File: src/hw/dtc_pkg.sv
/*
  package for the dual timer control and clock select block: register offsets,
  field positions, reset values, prescale divisors and shared structs.
  assumes a plain register port with 8-bit data and byte offsets.
*/
// How it works
// - overflow flags set by hardware, cleared on vector
// - run bit enables timer, subject to gate
// - external flag set on edge or level
// - level mode: flag set while input active, cleared only by software write
// - type bit picks level or edge
// - gate bit requires active external input
// - count select: clock or falling pin edges
// - second timer modes 13, 16, 8-reload, off
// - first timer mode three splits two bytes
// - second clock select: prescaled or system clock
// - first clock select: prescaled or system clock
// - prescale divides by 12, 4, 48, ext/8
// - external clock synchronised; must be slower
// - fourth high select only in split mode
// - fourth low select clocks whole or low
// - third timer selects behave like fourth
// - count bytes readable and writable
// - 13-bit mode overflows at 0x1fff
// - 8-bit mode reloads low from high
// - split high byte uses second run and flag
package dtc_pkg;
  localparam logic [7:0] ADDR_CONTROL    = 8'h88;
  localparam logic [7:0] ADDR_MODE       = 8'h89;
  localparam logic [7:0] ADDR_T0_LOW     = 8'h8a;
  localparam logic [7:0] ADDR_T1_LOW     = 8'h8b;
  localparam logic [7:0] ADDR_T0_HIGH    = 8'h8c;
  localparam logic [7:0] ADDR_T1_HIGH    = 8'h8d;
  localparam logic [7:0] ADDR_CLOCK_SEL  = 8'h8f;
  localparam logic [7:0] RESET_VALUE     = 8'h00;
  localparam int CTL_T1_FLAG = 7;
  localparam int CTL_T1_RUN  = 6;
  localparam int CTL_T0_FLAG = 5;
  localparam int CTL_T0_RUN  = 4;
  localparam int CTL_B_FLAG  = 3;
  localparam int CTL_B_EDGE  = 2;
  localparam int CTL_A_FLAG  = 1;
  localparam int CTL_A_EDGE  = 0;
  localparam int CK_T3H = 7;
  localparam int CK_T3L = 6;
  localparam int CK_T2H = 5;
  localparam int CK_T2L = 4;
  localparam int CK_T1M = 3;
  localparam int CK_T0M = 2;
  localparam logic [5:0] DIV_BY_12 = 6'h0c;
  localparam logic [5:0] DIV_BY_4  = 6'h04;
  localparam logic [5:0] DIV_BY_48 = 6'h30;
  localparam logic [2:0] EXT_DIV   = 3'h7;
  typedef enum logic [1:0] {
    DTC_MODE13, DTC_MODE16, DTC_MODE8R, DTC_MODE_SPLIT
  } dtc_mode_t;
  typedef struct packed {
    logic       gate;
    logic       count_sel;
    dtc_mode_t  mode;
  } dtc_tcfg_t;
  typedef struct packed {
    logic [7:0] addr;
    logic [7:0] wdata;
    logic       wr;
    logic       rd;
  } dtc_bus_t;
  typedef struct packed {
    logic third_low;
    logic third_high;
    logic fourth_low;
    logic fourth_high;
  } dtc_clksel_t;
endpackage

File: src/hw/dtc_prescaler.sv
/*
  shared prescaler for the first and second timer.
  assumes ext_clk_sync is already synchronised to ref_clk.
*/
`timescale 1ns/1ps
`default_nettype none
module dtc_prescaler (
  input  wire logic       ref_clk,
  input  wire logic       rst_n,
  input  wire logic       clk_en,
  input  wire logic [1:0] prescale_select,
  input  wire logic       ext_clk_sync,
  output logic            tick
);
  import dtc_pkg::*;
  logic [5:0] div_cnt;
  logic [5:0] div_max;
  logic [2:0] ext_cnt;
  logic       ext_prev;
  logic       ext_fall;

  always_comb begin
    case (prescale_select)
      2'h0:    div_max = DIV_BY_12 - 6'h01;
      2'h1:    div_max = DIV_BY_4 - 6'h01;
      2'h2:    div_max = DIV_BY_48 - 6'h01;
      default: div_max = 6'h00;
    endcase
  end

  assign ext_fall = ext_prev & ~ext_clk_sync;

  always_ff @(posedge ref_clk or negedge rst_n) begin
    if (!rst_n) begin
      div_cnt  <= 6'h00;
      ext_cnt  <= 3'h0;
      ext_prev <= 1'b0;
      tick     <= 1'b0;
    end else if (clk_en) begin
      ext_prev <= ext_clk_sync;
      if (prescale_select == 2'h3) begin
        // external edges counted in the system domain; ext/8
        tick <= ext_fall && (ext_cnt == EXT_DIV);
        if (ext_fall) begin
          ext_cnt <= ext_cnt + 3'h1;
        end
        div_cnt <= 6'h00;
      end else begin
        tick <= (div_cnt >= div_max);
        div_cnt <= (div_cnt >= div_max) ? 6'h00 : div_cnt + 6'h01;
      end
    end
  end
endmodule
`default_nettype wire

File: src/hw/dtc_timer_ctl.sv
/*
  control, mode and clock select for the first and second timers, the two
  external interrupt flags, and clock select bits for the third and fourth
  timers. assumes pins are asynchronous, polarity bits and split flags come
  from elsewhere on ref_clk, and ack pulses are one cycle wide.
*/
`timescale 1ns/1ps
`default_nettype none
module dtc_timer_ctl (
  input  wire logic                ref_clk,
  input  wire logic                rst_n,
  input  wire logic                clk_en,
  input  wire dtc_pkg::dtc_bus_t   bus,
  output logic [7:0]               rdata,
  input  wire logic                first_timer_count_pin,
  input  wire logic                second_timer_count_pin,
  input  wire logic                ext_irq_a_input,
  input  wire logic                ext_irq_b_input,
  input  wire logic                ext_irq_a_polarity,
  input  wire logic                ext_irq_b_polarity,
  input  wire logic                ext_clock,
  input  wire logic                first_timer_ack,
  input  wire logic                second_timer_ack,
  input  wire logic                ext_irq_a_ack,
  input  wire logic                ext_irq_b_ack,
  input  wire logic                third_timer_split,
  input  wire logic                fourth_timer_split,
  output dtc_pkg::dtc_clksel_t     clock_system,
  output logic                     first_timer_overflow_flag,
  output logic                     second_timer_overflow_flag,
  output logic                     ext_irq_a_flag,
  output logic                     ext_irq_b_flag,
  output logic                     second_timer_overflow
);
  import dtc_pkg::*;
  // pin synchronisers: stage one is read only by stage two
  logic [4:0] sync1;
  logic [4:0] sync2;
  logic [4:0] pins;
  logic       pin0_prev;
  logic       pin1_prev;
  logic       irq_a_prev;
  logic       irq_b_prev;
  logic [7:0] mode_reg;
  logic [7:0] clock_sel;
  logic       first_timer_run;
  logic       second_timer_run;
  logic       ext_irq_a_edge_select;
  logic       ext_irq_b_edge_select;
  logic [7:0] t0_low;
  logic [7:0] t0_high;
  logic [7:0] t1_low;
  logic [7:0] t1_high;
  logic       pre_tick;
  dtc_tcfg_t  cfg0;
  dtc_tcfg_t  cfg1;
  logic       a_active;
  logic       b_active;
  logic       tick0;
  logic       tick1;
  logic       tick0_high;
  logic       en0;
  logic       en1;
  logic       en0_high;
  logic       ovf0;
  logic       ovf0_high;
  logic       ovf1;
  logic       set_a;
  logic       set_b;
  logic       wr_ctl;
  logic [7:0] next_t0_low;
  logic [7:0] next_t0_high;
  logic [7:0] next_t1_low;
  logic [7:0] next_t1_high;

  assign pins = {ext_clock, ext_irq_b_input, ext_irq_a_input,
                 second_timer_count_pin, first_timer_count_pin};

  always_ff @(posedge ref_clk or negedge rst_n) begin
    if (!rst_n) begin
      sync1 <= 5'h00;
      sync2 <= 5'h00;
    end else if (clk_en) begin
      sync1 <= pins;
      sync2 <= sync1;
    end
  end

  dtc_prescaler u_pre (
    .ref_clk         (ref_clk),
    .rst_n           (rst_n),
    .clk_en          (clk_en),
    .prescale_select (clock_sel[1:0]),
    .ext_clk_sync    (sync2[4]),
    .tick            (pre_tick)
  );

  // one function decodes each timer's configuration nibble
  function automatic dtc_tcfg_t decode_cfg(input logic [3:0] nib);
    decode_cfg.gate      = nib[3];
    decode_cfg.count_sel = nib[2];
    decode_cfg.mode      = dtc_mode_t'(nib[1:0]);
  endfunction

  function automatic logic tick_for(input logic count_sel, input logic fall,
                                    input logic sys_sel, input logic pre);
    tick_for = count_sel ? fall : (sys_sel ? 1'b1 : pre);
  endfunction

  assign cfg0 = decode_cfg(mode_reg[3:0]);
  assign cfg1 = decode_cfg(mode_reg[7:4]);

  // active level per polarity; polarity 1 means active high
  assign a_active = ~(sync2[2] ^ ext_irq_a_polarity);
  assign b_active = ~(sync2[3] ^ ext_irq_b_polarity);

  // pin edges: high to low after synchronising; pin must hold two cycles
  assign tick0 = tick_for(cfg0.count_sel, pin0_prev & ~sync2[0],
                          clock_sel[CK_T0M], pre_tick);
  assign tick1 = tick_for(cfg1.count_sel, pin1_prev & ~sync2[1],
                          clock_sel[CK_T1M], pre_tick);
  // split high byte never counts pin edges
  assign tick0_high = clock_sel[CK_T0M] ? 1'b1 : pre_tick;

  assign en0 = first_timer_run & (~cfg0.gate | a_active) & tick0;
  assign en1 = (cfg0.mode == DTC_MODE_SPLIT ? 1'b1 : second_timer_run)
               & (~cfg1.gate | b_active) & tick1
               & (cfg1.mode != DTC_MODE_SPLIT);
  assign en0_high = (cfg0.mode == DTC_MODE_SPLIT) & second_timer_run & tick0_high;

  assign wr_ctl = bus.wr && (bus.addr == ADDR_CONTROL);

  // counting per mode; a software write to a byte replaces its next value
  always_comb begin
    next_t0_low  = t0_low;
    next_t0_high = t0_high;
    next_t1_low  = t1_low;
    next_t1_high = t1_high;
    ovf0         = 1'b0;
    ovf0_high    = 1'b0;
    ovf1         = 1'b0;
    if (en0) begin
      case (cfg0.mode)
        DTC_MODE13: begin
          ovf0 = (t0_high == 8'hff) && (t0_low[4:0] == 5'h1f);
          next_t0_low = {3'h0, t0_low[4:0] + 5'h01};
          if (t0_low[4:0] == 5'h1f) begin
            next_t0_high = t0_high + 8'h01;
          end
        end
        DTC_MODE16: begin
          ovf0 = ({t0_high, t0_low} == 16'hffff);
          {next_t0_high, next_t0_low} = {t0_high, t0_low} + 16'h0001;
        end
        DTC_MODE8R: begin
          ovf0 = (t0_low == 8'hff);
          next_t0_low = ovf0 ? t0_high : t0_low + 8'h01;
        end
        default: begin
          ovf0 = (t0_low == 8'hff);
          next_t0_low = t0_low + 8'h01;
        end
      endcase
    end
    if (en0_high) begin
      ovf0_high = (t0_high == 8'hff);
      next_t0_high = t0_high + 8'h01;
    end
    if (en1) begin
      case (cfg1.mode)
        DTC_MODE13: begin
          ovf1 = (t1_high == 8'hff) && (t1_low[4:0] == 5'h1f);
          next_t1_low = {3'h0, t1_low[4:0] + 5'h01};
          if (t1_low[4:0] == 5'h1f) begin
            next_t1_high = t1_high + 8'h01;
          end
        end
        DTC_MODE16: begin
          ovf1 = ({t1_high, t1_low} == 16'hffff);
          {next_t1_high, next_t1_low} = {t1_high, t1_low} + 16'h0001;
        end
        DTC_MODE8R: begin
          ovf1 = (t1_low == 8'hff);
          next_t1_low = ovf1 ? t1_high : t1_low + 8'h01;
        end
        default: begin
          ovf1 = 1'b0;
        end
      endcase
    end
    if (bus.wr && bus.addr == ADDR_T0_LOW) next_t0_low = bus.wdata;
    if (bus.wr && bus.addr == ADDR_T0_HIGH) next_t0_high = bus.wdata;
    if (bus.wr && bus.addr == ADDR_T1_LOW) next_t1_low = bus.wdata;
    if (bus.wr && bus.addr == ADDR_T1_HIGH) next_t1_high = bus.wdata;
  end

  always_ff @(posedge ref_clk or negedge rst_n) begin
    if (!rst_n) begin
      t0_low  <= RESET_VALUE;
      t0_high <= RESET_VALUE;
      t1_low  <= RESET_VALUE;
      t1_high <= RESET_VALUE;
      second_timer_overflow <= 1'b0;
    end else if (clk_en) begin
      t0_low  <= next_t0_low;
      t0_high <= next_t0_high;
      t1_low  <= next_t1_low;
      t1_high <= next_t1_high;
      // raw overflow still usable as a baud source in split mode
      second_timer_overflow <= ovf1;
    end
  end

  always_ff @(posedge ref_clk or negedge rst_n) begin
    if (!rst_n) begin
      mode_reg  <= RESET_VALUE;
      clock_sel <= RESET_VALUE;
    end else if (clk_en) begin
      if (bus.wr && bus.addr == ADDR_MODE) mode_reg <= bus.wdata;
      if (bus.wr && bus.addr == ADDR_CLOCK_SEL) clock_sel <= bus.wdata;
    end
  end

  always_ff @(posedge ref_clk or negedge rst_n) begin
    if (!rst_n) begin
      first_timer_run       <= 1'b0;
      second_timer_run      <= 1'b0;
      ext_irq_a_edge_select <= 1'b0;
      ext_irq_b_edge_select <= 1'b0;
    end else if (clk_en && wr_ctl) begin
      first_timer_run       <= bus.wdata[CTL_T0_RUN];
      second_timer_run      <= bus.wdata[CTL_T1_RUN];
      ext_irq_a_edge_select <= bus.wdata[CTL_A_EDGE];
      ext_irq_b_edge_select <= bus.wdata[CTL_B_EDGE];
    end
  end

  // edge detect on the synchronised inputs; only the interrupt inputs are polarity-corrected
  always_ff @(posedge ref_clk or negedge rst_n) begin
    if (!rst_n) begin
      pin0_prev  <= 1'b0;
      pin1_prev  <= 1'b0;
      irq_a_prev <= 1'b0;
      irq_b_prev <= 1'b0;
    end else if (clk_en) begin
      pin0_prev  <= sync2[0];
      pin1_prev  <= sync2[1];
      irq_a_prev <= a_active;
      irq_b_prev <= b_active;
    end
  end

  assign set_a = ext_irq_a_edge_select ? (a_active & ~irq_a_prev) : a_active;
  assign set_b = ext_irq_b_edge_select ? (b_active & ~irq_b_prev) : b_active;

  // flags: set wins over software write and over the vector clear
  always_ff @(posedge ref_clk or negedge rst_n) begin
    if (!rst_n) begin
      first_timer_overflow_flag  <= 1'b0;
      second_timer_overflow_flag <= 1'b0;
      ext_irq_a_flag             <= 1'b0;
      ext_irq_b_flag             <= 1'b0;
    end else if (clk_en) begin
      if (ovf0) begin
        first_timer_overflow_flag <= 1'b1;
      end else if (wr_ctl) begin
        first_timer_overflow_flag <= bus.wdata[CTL_T0_FLAG];
      end else if (first_timer_ack) begin
        first_timer_overflow_flag <= 1'b0;
      end
      if (ovf0_high || (ovf1 && cfg0.mode != DTC_MODE_SPLIT)) begin
        second_timer_overflow_flag <= 1'b1;
      end else if (wr_ctl) begin
        second_timer_overflow_flag <= bus.wdata[CTL_T1_FLAG];
      end else if (second_timer_ack) begin
        second_timer_overflow_flag <= 1'b0;
      end
      if (set_a) begin
        ext_irq_a_flag <= 1'b1;
      end else if (wr_ctl) begin
        ext_irq_a_flag <= bus.wdata[CTL_A_FLAG];
      end else if (ext_irq_a_ack && ext_irq_a_edge_select) begin
        ext_irq_a_flag <= 1'b0;
      end
      if (set_b) begin
        ext_irq_b_flag <= 1'b1;
      end else if (wr_ctl) begin
        ext_irq_b_flag <= bus.wdata[CTL_B_FLAG];
      end else if (ext_irq_b_ack && ext_irq_b_edge_select) begin
        ext_irq_b_flag <= 1'b0;
      end
    end
  end

  // third and fourth timer selects: 1 means system clock
  always_ff @(posedge ref_clk or negedge rst_n) begin
    if (!rst_n) begin
      clock_system <= '0;
    end else if (clk_en) begin
      clock_system.fourth_low  <= clock_sel[CK_T3L];
      clock_system.fourth_high <= fourth_timer_split ? clock_sel[CK_T3H]
                                                     : clock_sel[CK_T3L];
      clock_system.third_low   <= clock_sel[CK_T2L];
      clock_system.third_high  <= third_timer_split ? clock_sel[CK_T2H]
                                                    : clock_sel[CK_T2L];
    end
  end

  always_ff @(posedge ref_clk or negedge rst_n) begin
    if (!rst_n) begin
      rdata <= 8'h00;
    end else if (clk_en) begin
      rdata <= 8'h00;
      if (bus.rd) begin
        case (bus.addr)
          ADDR_CONTROL:   rdata <= {second_timer_overflow_flag, second_timer_run,
                                    first_timer_overflow_flag, first_timer_run,
                                    ext_irq_b_flag, ext_irq_b_edge_select,
                                    ext_irq_a_flag, ext_irq_a_edge_select};
          ADDR_MODE:      rdata <= mode_reg;
          ADDR_T0_LOW:    rdata <= t0_low;
          ADDR_T0_HIGH:   rdata <= t0_high;
          ADDR_T1_LOW:    rdata <= t1_low;
          ADDR_T1_HIGH:   rdata <= t1_high;
          ADDR_CLOCK_SEL: rdata <= clock_sel;
          default:        rdata <= 8'h00;
        endcase
      end
    end
  end
endmodule
`default_nettype wire

File: config.mk
export PLATFORM = sky130hd
export DESIGN_NAME = dtc_timer_ctl
export DESIGN_NICKNAME = d
export VERILOG_FILES = /design/src/hw/dtc_pkg.sv /design/src/hw/dtc_prescaler.sv /design/src/hw/dtc_timer_ctl.sv
export SDC_FILE = /design/constraint.sdc
export NUM_CORES = 1
export LEC_CHECK = 0
export BUFFER_PORTS_ARGS = -buffer_cell sky130_fd_sc_hd__buf_2
export CORE_MARGIN = 3
export CORE_UTILIZATION = 35
export DETAILED_ROUTE_END_ITERATION = 8
export PLACE_DENSITY_LB_ADDON = 0.2
export SKIP_LAST_GASP = 1
export SLEW_MARGIN = 20
export SYNTH_ARGS = -nofsm -noshare
export SYNTH_HDL_FRONTEND = slang
export SYNTH_SLANG_ARGS = --single-unit
File: constraint.sdc
create_clock -name ref_clk -period 2.9 [get_ports ref_clk]
set_input_delay 0.87 -clock ref_clk [delete_from_list [all_inputs] [get_ports ref_clk]]
set_output_delay 0.87 -clock ref_clk [all_outputs]
set_load 0.01 [all_outputs]
==> flow_metrics.env <==
export IMPL_status="completed"
export IMPL_synth_commonest_cells="dfrtp_1, nand2_1, o21ai_0"
export IMPL_clock_sink_count=94
export IMPL_seqCellArea_um2=2352
export IMPL_hold_viol=0
export IMPL_grt_start_max_net_pins=57
export IMPL_finish_net_count=724
export IMPL_placed_cell_area_um2=6427
export IMPL_ys_flop_type="dfrtp_1"
export IMPL_grt_pass1_vias=5229
export IMPL_port_buffers=50
export IMPL_cts_resized=0
export IMPL_setup_viol=0
export IMPL_cap_viol_max_count=0
export IMPL_cp_arrival_ns=2.70
export IMPL_clockBufferDepth=2
export IMPL_seq_area_frac_synth_pct=40.02
export IMPL_drt_iter0_drc=469
export IMPL_cp_data_required_time_ns=3.13
export IMPL_crit_buf_inv=0
export IMPL_timing_final_crit_share_pct=85.04
export IMPL_drive_gt1_share_pct=20.86
export IMPL_drc=0
export IMPL_postCtsSetupRepairBufs=0
export IMPL_synth_cell_types=73
export IMPL_grt_pass1_wl_mm=30.53
export IMPL_period_minus_slack_ns=2.466
export IMPL_dp_hpwl_mm=14.22
export IMPL_gr_total_overflow=0
export IMPL_fill_cells=1604
export IMPL_power_density_nw_per_um2=517.1
export IMPL_cpLargestDelayFamily="compound AO/OA/AOI/OAI gates"
export IMPL_crit_type="reg2reg"
export IMPL_vias_per_cell=5.863
export IMPL_coreArea_um2=16170
export IMPL_clk_latency_ns=0.35
export IMPL_dieArea_um2=18390
export IMPL_ant_nets=0
export IMPL_fmax_ghz=0.4055
export IMPL_cp_start_kind="register"
export IMPL_clk_pin_slew_ns=0.07
export IMPL_max_slew_margin_rel_pct=62.57
export IMPL_setup_tns_ns=0
export IMPL_synthesis_nets=676
export IMPL_die_x_um=135.6
export IMPL_async_reset_ff_share_pct=100.0
export IMPL_synth_edf_count=0
export IMPL_num_vias=5230
export IMPL_postSynthAreaPerCell_um2=9.420
export IMPL_hp_class="in2async"
export IMPL_synth_seq_cells=94
export IMPL_place_gp_congestion=0.9489
export IMPL_root_buffer="clkbuf_16"
export IMPL_syn_to_final_growth_pct=13.88
export IMPL_rows=46
export IMPL_netlist_top_cells_area="dfrtp_1, mux2_2, nand2_1"
export IMPL_ys_warnings_count=0
export IMPL_p_leak_nw=2.903
export IMPL_syn_area_um2=5878
export IMPL_syn_inst=624
export IMPL_yosysMostFrequentCell="dfrtp_1"
export IMPL_first_pass_iters=5
export IMPL_multiInputGateArea_um2=3307
export IMPL_drt_wl_total_mm=19.21
export IMPL_antenna_found_initial=0
export IMPL_clock_skew_ns=0.01405
export IMPL_cp_slowest_stage_delay_ns=0.46
export IMPL_path_max_fanout=8
export IMPL_r2r_setup_slack_ns=0.43
export IMPL_holdWs_ns=0.3837
export IMPL_h_tree_depth=3
export IMPL_start_util_pct=36.35
export IMPL_grt_usage_pct=21.77
export IMPL_rsz0062_at_grt="no"
export IMPL_synth_top_cell_area_share_pct=40.02
export IMPL_cts_inserted_buffers=9
export IMPL_wl_per_cell_um=21.53
export IMPL_worst_slew_pin_slew_ns=0.5572
export IMPL_cp_cell_sequence="ha_1 -> and3_1 -> ha_1 -> nor2_1 -> nor2_1 -> a21boi_1 -> a21oi_2 -> a31oi_1 -> a311o_1"
export IMPL_cts_tree="yes"
export IMPL_crit_slowest_cell="dfrtp_1"
export IMPL_crit_path_end_kind="register"
export IMPL_final_area_um2=6694
export IMPL_antenna_cells=0
export IMPL_final_max_slew_viol_count=0
export IMPL_num_io_pins=51
export IMPL_die_height_um=135.6
export IMPL_cts_hold_fix_buffers=0
export IMPL_peakVddDrop_uv=301.2
export IMPL_yosysTopAreaCell="dfrtp_1"
## where the power goes
| part | internal, mW | switching (mW) |
|---|---|---|
| combinational | 0.329 | 0.401 |
| sequential | 1.44 | 0.182 |
| clock | 0.579 | 0.527 |
## area by class of cell
class                   count  area share (%)
well taps                 216           4.037
repair buffers             74           6.654
inverters                  14          0.7850
multi-input cells         479           49.40
clock inverters             5          0.5607
flip-flops and latches     94           35.14
clock buffers              10           3.421
## kinds of logic after synthesis
group / share of synthesized area [%]
AND/OR/NAND/NOR: 19.07
AO/OA/AOI/OAI: 23.56
multiplexers: 8.450
XOR/XNOR: 1.341
buffers and inverters: 3.725
adder cells (fa/ha/maj): 3.831
flip-flops: 40.02
## worst paths after layout
check | from | to | cells after the start
hold / removal | rst_n | sync1[3]$_DFFE_PN0P_ | 1
min in group ref_clk | u_pre.ext_cnt[0]$_DFFE_PN0P_ | u_pre.ext_cnt[0]$_DFFE_PN0P_ | 1
hold reg to reg | u_pre.ext_cnt[0]$_DFFE_PN0P_ | u_pre.ext_cnt[0]$_DFFE_PN0P_ | 1
setup / recovery | t0_low[0]$_DFFE_PN0P_ | t0_high[2]$_DFFE_PN0P_ | 9
setup reg to reg | t0_low[0]$_DFFE_PN0P_ | t0_high[2]$_DFFE_PN0P_ | 9
max in group asynchronous | rst_n | t1_low[4]$_DFFE_PN0P_ | 2
## layer usage
layer / part of all wire, % / vias to the layer above / wire [um] / GRT usage, %
met5: 0 / - / 0 / 0
met4: 3.4 / 0 / 656 / 9.183
li1: - / 2448 / - / -
met3: 5.1 / 42 / 989 / 3.678
met1: 46 / 2566 / 8873 / 30.49
met2: 45 / 174 / 8685 / 33.30
## placed cells by master, fill, tap and decap left out, types with 5 or more instances in the layout
master     synthesis  layout
dfrtp_1           94      94
nand2_1           77      77
buf_2              7      49
o21ai_0           37      37
nor2_1            36      36
mux2_2            32      32
a21oi_1           29      29
nand3_1           24      24
buf_4              3      24
ha_1              18      18
and3_1            15      15
inv_1             14      14
a22oi_1           11      11
nand2b_1          10      10
nand4_1           10      10
a31oi_1           10      10
o2bb2ai_1         10      10
clkbuf_16          0       9
nor2b_1            8       8
mux2i_1            8       8
o22ai_1            7       7
a21oi_2            7       7
o211ai_1           7       7
xor2_1             6       6
a221oi_1           6       6
a21o_1             6       6
a22o_1             6       6
and2_1             5       5
nor3_1             5       5
o21a_1             5       5
a211oi_1           5       5
a221o_1            5       5
a2bb2oi_1          5       5
## worst register-to-register path: cells and delay by family (launching register included)
kind / cells / cell delay (ns)
compound gates: 4 / 0.91
fa+ha+maj: 2 / 0.49
simple gates: 3 / 0.48
flops: 1 / 0.46
## through the flow
| stage | std cells | power [mW] | util (%) | worst slack [ns] |
|---|---|---|---|---|
| 2_1_floorplan | 624 | 2.094 | - | 0.3600 |
| 3_3_place_gp | 877 | 2.343 | 39.74 | 0.1898 |
| 3_5_place_dp | 877 | 2.376 | 39.74 | 0.1606 |
| 4_1_cts | 892 | 3.493 | 41.39 | 0.4510 |
| 5_1_grt | 892 | 3.668 | 41.39 | 0.2298 |
| 6_report | 892 | 3.461 | 41.39 | 0.4339 |
No activity file was read; power rests on OpenSTA's default activity.
